===== config.mk =====
export PLATFORM = sky130hd
export DESIGN_NAME = memory_block_dump
export DESIGN_NICKNAME = d
export VERILOG_FILES = /design/src/hdl/dump_pkg.sv /design/src/hdl/memory_block_dump.sv
export SDC_FILE = /design/constraint.sdc
export NUM_CORES = 1
export LEC_CHECK = 0
export CORE_MARGIN = 8
export CORE_UTILIZATION = 35
export DETAILED_ROUTE_END_ITERATION = 6
export DONT_BUFFER_PORTS = 1
export PLACE_DENSITY_LB_ADDON = 0.08
export SLEW_MARGIN = 15
export SYNTH_ARGS = -nofsm -noshare
export SYNTH_HDL_FRONTEND = slang
export SYNTH_SLANG_ARGS = --single-unit

===== constraint.sdc =====
create_clock -name mclk -period 2.71 [get_ports mclk]
set_clock_uncertainty 0.2 [all_clocks]
set_input_delay 0.542 -clock mclk [delete_from_list [all_inputs] [get_ports mclk]]
set_output_delay 0.542 -clock mclk [all_outputs]
set_load 0.005 [all_outputs]

===== src/hdl/dump_pkg.sv =====
// constants and types for the debug memory block dump command
`default_nettype none
package dump_pkg;

   localparam int ADDR_W = 32;
   localparam int DATA_W = 32;
   localparam int SHIFT_W = 40;

   // command byte encoding: upper nibble, fixed bit 1, size in [3:2], with-status in bit 0
   localparam logic [3:0] OP_HIGH_NIBBLE = 4'h3;
   localparam int OP_FIXED_BIT = 1;
   localparam int OP_SIZE_LSB = 2;
   localparam int OP_WS_BIT = 0;

   localparam logic [7:0] OP_DUMP_B = 8'h32;
   localparam logic [7:0] OP_DUMP_W = 8'h36;
   localparam logic [7:0] OP_DUMP_L = 8'h3A;
   localparam logic [7:0] OP_DUMP_WS_B = 8'h33;
   localparam logic [7:0] OP_DUMP_WS_W = 8'h37;
   localparam logic [7:0] OP_DUMP_WS_L = 8'h3B;

   localparam logic [7:0] PAD_BYTE = 8'h00;
   localparam logic [ADDR_W-1:0] ADDR_RESET = 32'h0000_0000;
   localparam logic [2:0] CNT_RESET = 3'h0;

   typedef enum logic [1:0] {
      SZ_BYTE = 2'b00,
      SZ_WORD = 2'b01,
      SZ_LONG = 2'b10
   } op_size_t;

   typedef enum logic [2:0] {
      ST_IDLE = 3'b000,
      ST_MEMRD = 3'b001,
      ST_STAT = 3'b010,
      ST_ACK = 3'b011,
      ST_SEND = 3'b100
   } dump_state_t;

   // read request towards the memory arbiter
   typedef struct packed {
      logic [ADDR_W-1:0] addr;
      op_size_t size;
   } mem_req_t;

   // start of region, given by the preceding single read command
   typedef struct packed {
      logic [ADDR_W-1:0] addr;
      op_size_t size;
   } region_start_t;

endpackage : dump_pkg

`default_nettype wire


===== src/hdl/memory_block_dump.sv =====
// block dump command engine of the background debug controller
`timescale 1ns/10ps
`default_nettype none

// Contract
// - The single read sets the region start and comes before any dump command, which is ignored until then.
// - Every dump command fetches the next operand, never the start location again.
// - After the single read the start address plus the operand size of 1, 2 or 4 is kept as the temporary address.
// - Each dump reads at the temporary address and then writes back that address plus the operand size.
// - The with-status variant sends the low debug status byte before the data bytes.
// - The status byte is sampled after the memory read of that command has completed.
// - With handshaking enabled an acknowledge pulse is driven before the data bytes are sent.
// - Command bytes 0x33, 0x37 and 0x3B select the with-status dump of byte, word and long operands.
module memory_block_dump (
   // clock and reset
   input wire logic mclk,
   input wire logic rstn,
   // region start from the single read command
   input wire logic start_valid,
   input wire dump_pkg::region_start_t start_info,
   // command byte from the link layer
   input wire logic cmd_valid,
   input wire logic [7:0] cmd_byte,
   output logic cmd_ready,
   // handshake option and acknowledge pulse request
   input wire logic ack_enable,
   output logic ack_pulse,
   // memory read port
   output logic mem_req_valid,
   output dump_pkg::mem_req_t mem_req,
   input wire logic mem_ack,
   input wire logic [dump_pkg::DATA_W-1:0] mem_rdata,
   // controller state
   input wire logic [7:0] debug_status_low_byte,
   // bytes towards the link layer, and the region-open flag
   output logic tx_valid,
   output logic [7:0] tx_byte,
   input wire logic tx_ready,
   output logic region_open
);

   dump_pkg::dump_state_t state_ff, nxt_state;
   logic [dump_pkg::ADDR_W-1:0] addr_ff, nxt_addr;
   dump_pkg::op_size_t size_ff, nxt_size;
   logic ws_ff, nxt_ws;
   logic open_ff, nxt_open;
   logic [dump_pkg::DATA_W-1:0] data_ff, nxt_data;
   logic [7:0] stat_ff, nxt_stat;
   logic [dump_pkg::SHIFT_W-1:0] sh_ff, nxt_sh;
   logic [2:0] cnt_ff, nxt_cnt;

   wire logic idle = (state_ff == dump_pkg::ST_IDLE);
   wire logic cmd_fire = cmd_valid && cmd_ready;
   wire logic tx_fire = tx_valid && tx_ready;

   wire logic op_is_dump = (cmd_byte[7:4] == dump_pkg::OP_HIGH_NIBBLE) && cmd_byte[dump_pkg::OP_FIXED_BIT]
      && (cmd_byte[dump_pkg::OP_SIZE_LSB +: 2] != 2'b11);
   wire dump_pkg::op_size_t op_size = dump_pkg::op_size_t'(cmd_byte[dump_pkg::OP_SIZE_LSB +: 2]);
   wire logic op_ws = cmd_byte[dump_pkg::OP_WS_BIT];

   function automatic logic [dump_pkg::ADDR_W-1:0] step_of(input dump_pkg::op_size_t sz);
      logic [dump_pkg::ADDR_W-1:0] s;
      s = 32'h0000_0001;
      if (sz == dump_pkg::SZ_WORD) begin
         s = 32'h0000_0002;
      end else if (sz == dump_pkg::SZ_LONG) begin
         s = 32'h0000_0004;
      end
      return s;
   endfunction : step_of

   // operand aligned to the top of a long word, msb first
   wire logic [dump_pkg::DATA_W-1:0] aligned =
      (size_ff == dump_pkg::SZ_BYTE) ? {mem_rdata[7:0], 24'h00_0000} :
      (size_ff == dump_pkg::SZ_WORD) ? {mem_rdata[15:0], 16'h0000} : mem_rdata;
   wire logic [2:0] nbytes = (size_ff == dump_pkg::SZ_BYTE) ? 3'h1 : (size_ff == dump_pkg::SZ_WORD) ? 3'h2 : 3'h4;
   wire logic [2:0] last_idx = nbytes + {2'b00, ws_ff} - 3'h1;

   // handshake and data outputs
   assign cmd_ready = idle && !start_valid;
   assign mem_req_valid = (state_ff == dump_pkg::ST_MEMRD);
   assign mem_req.addr = addr_ff;
   assign mem_req.size = size_ff;
   assign ack_pulse = (state_ff == dump_pkg::ST_ACK) && ack_enable;
   assign tx_valid = (state_ff == dump_pkg::ST_SEND);
   assign tx_byte = sh_ff[dump_pkg::SHIFT_W-1 -: 8];
   assign region_open = open_ff;

   always_comb begin
      nxt_state = state_ff;
      nxt_addr = addr_ff;
      nxt_size = size_ff;
      nxt_ws = ws_ff;
      nxt_open = open_ff;
      nxt_data = data_ff;
      nxt_stat = stat_ff;
      nxt_sh = sh_ff;
      nxt_cnt = cnt_ff;
      unique case (state_ff)
         dump_pkg::ST_IDLE: begin
            if (start_valid) begin
               nxt_addr = start_info.addr + step_of(start_info.size);
               nxt_size = start_info.size;
               nxt_open = 1'b1;
            end else if (cmd_fire && op_is_dump && open_ff) begin
               nxt_size = op_size;
               nxt_ws = op_ws;
               nxt_state = dump_pkg::ST_MEMRD;
            end
         end
         dump_pkg::ST_MEMRD: begin
            if (mem_ack) begin
               nxt_data = aligned;
               nxt_addr = addr_ff + step_of(size_ff);
               nxt_state = dump_pkg::ST_STAT;
            end
         end
         dump_pkg::ST_STAT: begin
            nxt_stat = debug_status_low_byte;
            nxt_sh = ws_ff ? {debug_status_low_byte, data_ff} : {data_ff, dump_pkg::PAD_BYTE};
            nxt_cnt = dump_pkg::CNT_RESET;
            nxt_state = dump_pkg::ST_ACK;
         end
         dump_pkg::ST_ACK: begin
            nxt_state = dump_pkg::ST_SEND;
         end
         dump_pkg::ST_SEND: begin
            if (tx_fire) begin
               nxt_sh = {sh_ff[dump_pkg::SHIFT_W-9:0], dump_pkg::PAD_BYTE};
               nxt_cnt = cnt_ff + 3'h1;
               if (cnt_ff == last_idx) begin
                  nxt_state = dump_pkg::ST_IDLE;
               end
            end
         end
         default: begin
            nxt_state = dump_pkg::ST_IDLE;
         end
      endcase
   end

   always_ff @(posedge mclk or negedge rstn) begin
      if (!rstn) begin
         state_ff <= dump_pkg::ST_IDLE;
         addr_ff <= dump_pkg::ADDR_RESET;
         size_ff <= dump_pkg::SZ_BYTE;
         ws_ff <= 1'b0;
         open_ff <= 1'b0;
      end else begin
         state_ff <= nxt_state;
         addr_ff <= nxt_addr;
         size_ff <= nxt_size;
         ws_ff <= nxt_ws;
         open_ff <= nxt_open;
      end
   end

   always_ff @(posedge mclk or negedge rstn) begin
      if (!rstn) begin
         data_ff <= 32'h0000_0000;
         stat_ff <= 8'h00;
         sh_ff <= 40'h00_0000_0000;
         cnt_ff <= dump_pkg::CNT_RESET;
      end else begin
         data_ff <= nxt_data;
         stat_ff <= nxt_stat;
         sh_ff <= nxt_sh;
         cnt_ff <= nxt_cnt;
      end
   end

   localparam logic [2:0] CNT_ZERO = dump_pkg::CNT_RESET;
endmodule : memory_block_dump

`default_nettype wire


==> flow_summary.ini <==
[status]
status = finished with violations
violations = hold timing

[placed_design]
routabilityCongestion = 0.785
dp_hpwl_um = 15100
pre_cts_ws_ps = -212
dp.cells = 1051
place_area_um2 = 7420
io_buffers = 0

[detailed_routing]
drc = 0
wl_met3_um = 1800
via_per_inst = 5.58
finalWirelength_um = 21400
route.met2.wl_um = 9970
top_layer = met5
ant_nets = 0
first_pass_iters = 5
wl_met1_um = 9360
wl_per_cell_um = 19.7
num_vias = 6057
drt-initial-drc-count = 620

[yosys]
synthFlopType = dfrtp_1
postSynthAreaPerCell_um2 = 8.72
synth-seq-cells = 114
netlist_area_um2 = 7040
synthTopCellsByArea = dfrtp_1, mux2i_1, nand2_1
ys_warn_count = 0
synth_top_area_frac = 0.405
synth_commonest_cells = nand2_1, dfrtp_1, o21ai_0
syn_inst = 808
ys_types = 66
synth_most_common_cell = nand2_1
ys_seq_area_frac = 0.405
async_flop_share = 1.00
syn_nets = 914
synth_edf_count = 0
synth_area_leader_cell = dfrtp_1

[critical_path]
crit_path_max_fanout = 5
crit_top_cell = inv_1
slowest_delay_ps = 390
start_kind = flip-flop
cp.required_ps = 2860
worstPathCellList = inv_1, ha_1, inv_1, ha_4, fa_2, a21oi_4, nor4_4, buf_4, and4_1, o21ai_1, o221a_2
path_class = flip-flop to flip-flop
arrival_ps = 2760
crit_slowest_cell = fa_2
crit_path_end_kind = flip-flop
r2r_cells = 11

[timing]
finalMaxSlewViolations = 0
finalSetupViolCount = 0
finalHoldViolCount = 114
period_needed_ps = 2610
slew_headroom = 0.491
whs_ps = -376
fmax_ghz = 0.383
worstMarginPinSlew_ps = 762
fin_crit_sh = 0.963
worst_slack_ps = 101

[layout]
nets = 909
drive_gt1_frac = 0.118
final_cell_area_um2 = 8180
insertedDiodeCount = 0
fin_cells = 1085
area_delta_synth_final_pct = 16.2

[cts]
clock_latency_ps = 410
cts.sinks = 114
cts_tree = done
cts_made_buffers = 17
htreeDepth = 4
ctsRootBufferMaster = clkbuf_16
cts.clk_slew.worst_paths_ps = 60
cts_max_path_buffers = 2

[floorplanning]
coreArea_um2 = 20000
dieHeight_um = 158
core.rowCount = 52
num_io_pins = 136
start_util = 0.353
dieArea_um2 = 24900
dieWidth_um = 158

[power]
power_mw = 9.71
peakVddDrop_mv = 0.427
powerDensity_nw_per_um2 = 1190
leakagePower_nw = 3.32

[global_route]
antenna_found_initial = 1
grt_pass1_vias = 6009
gr-total-overflow = 0
grt_first_pass_wirelength_um = 34100
grt_max_degree = 115
grt_usage = 0.175

[flow_run]
cap_violations = 0

[min_path]
holdCritPathClass = input pin to asynchronous set/reset pin
-- what timing repair did --
| action | 4_1_cts | 5_1_grt |
|---|---|---|
| pin swaps | 0 | 6 |
| endpoints found under the hold margin | 114 | 114 |
| resized for setup | 1 | 22 |
| setup endpoints to repair | 2 | 11 |
| cloned | 0 | 1 |
| buffers inserted | 0 | 2 |
-- metal layers --
| layer | track usage | vias to the layer above |
|---|---|---|
| met1 | 0.220 | 2921 |
| li1 | - | 2936 |
| met2 | 0.276 | 174 |
| met5 | 0 | - |
| met3 | 0.0666 | 24 |
| met4 | 0.0490 | 2 |
-- cell type report --
class	count	area, µm²
well taps	270	338
repair buffers	37	323
fillers	2015	11800
multi-input cells	620	3970
clock buffers	18	439
clock inverters	13	209
flip-flops and latches	114	2850
inverters	13	48.8
-- placed cells by master (no fill, tap or decap), types with 11 or more instances in the layout --
| cell type | Yosys | layout |
|---|---|---|
| nand3_1 | 23 | 22 |
| buf_4 | 8 | 32 |
| clkbuf_16 | 0 | 17 |
| ha_1 | 15 | 13 |
| xor2_1 | 16 | 16 |
| a21oi_1 | 66 | 63 |
| o21ai_0 | 80 | 78 |
| nand4_1 | 20 | 20 |
| dfrtp_1 | 114 | 113 |
| nor2_1 | 62 | 61 |
| xnor2_1 | 11 | 11 |
| inv_1 | 13 | 13 |
| nand2_1 | 117 | 116 |
| o211ai_1 | 11 | 11 |
| mux2i_1 | 51 | 51 |
-- critical path, delay by kind of cell (launching register included) --
| family | cells | cell delay [ps] |
|---|---|---|
| adders and majority gates | 3 | 840 |
| AOI/OAI and AO/OA | 3 | 580 |
| DFF | 1 | 340 |
| buffers and inverters | 3 | 310 |
| and+or+nand+nor | 2 | 290 |
-- final timing paths --
path                         startpoint           to  slack, ps
min in group mclk          mem_rdata[0]   data_ff[0]         60
min reg2reg                   sh_ff[23]    sh_ff[23]        280
max reg2reg                  size_ff[0]  addr_ff[12]        100
max in group asynchronous          rstn  addr_ff[17]       2530
min                                rstn  data_ff[24]       -380
max                          size_ff[0]  addr_ff[12]        100
-- logic make-up (layout without fill, tap and decap cells) --
family	count (synthesis)	count (layout)	share of synthesized area
xor gates and xnor gates	27	27	0.0336
buffers and inverters	74	81	0.0462
DFF	114	114	0.405
and+or+nand+nor	292	292	0.203
adders and majority gates	17	17	0.0323
muxes	52	52	0.0741
AOI/OAI and AO/OA	232	232	0.205
-- report_power, final --
group	internal (mW)	total (mW)	switching (mW)
Combinational	1.63	3.94	2.31
Sequential	2.42	3.29	0.872
Clock	1.65	2.48	0.828
-- through the flow --
step	setup TNS [ps]	hold slack (ps)	util
floorplan	0	46.4	-
global placement	-823	54.4	0.371
detailed placement	-1540	53.9	0.371
CTS	0	-394	0.404
global route	-8.51	-411	0.410
finish	0	-376	0.410
-- registers in the layout (all words and copies together), names as in the netlist --
name and count:
sh_ff 40, addr_ff 32, data_ff 32, cnt_ff 3, state_ff 3, size_ff 2, region_open 1, ws_ff 1
Note: power is estimated with default switching activity, not from simulation.
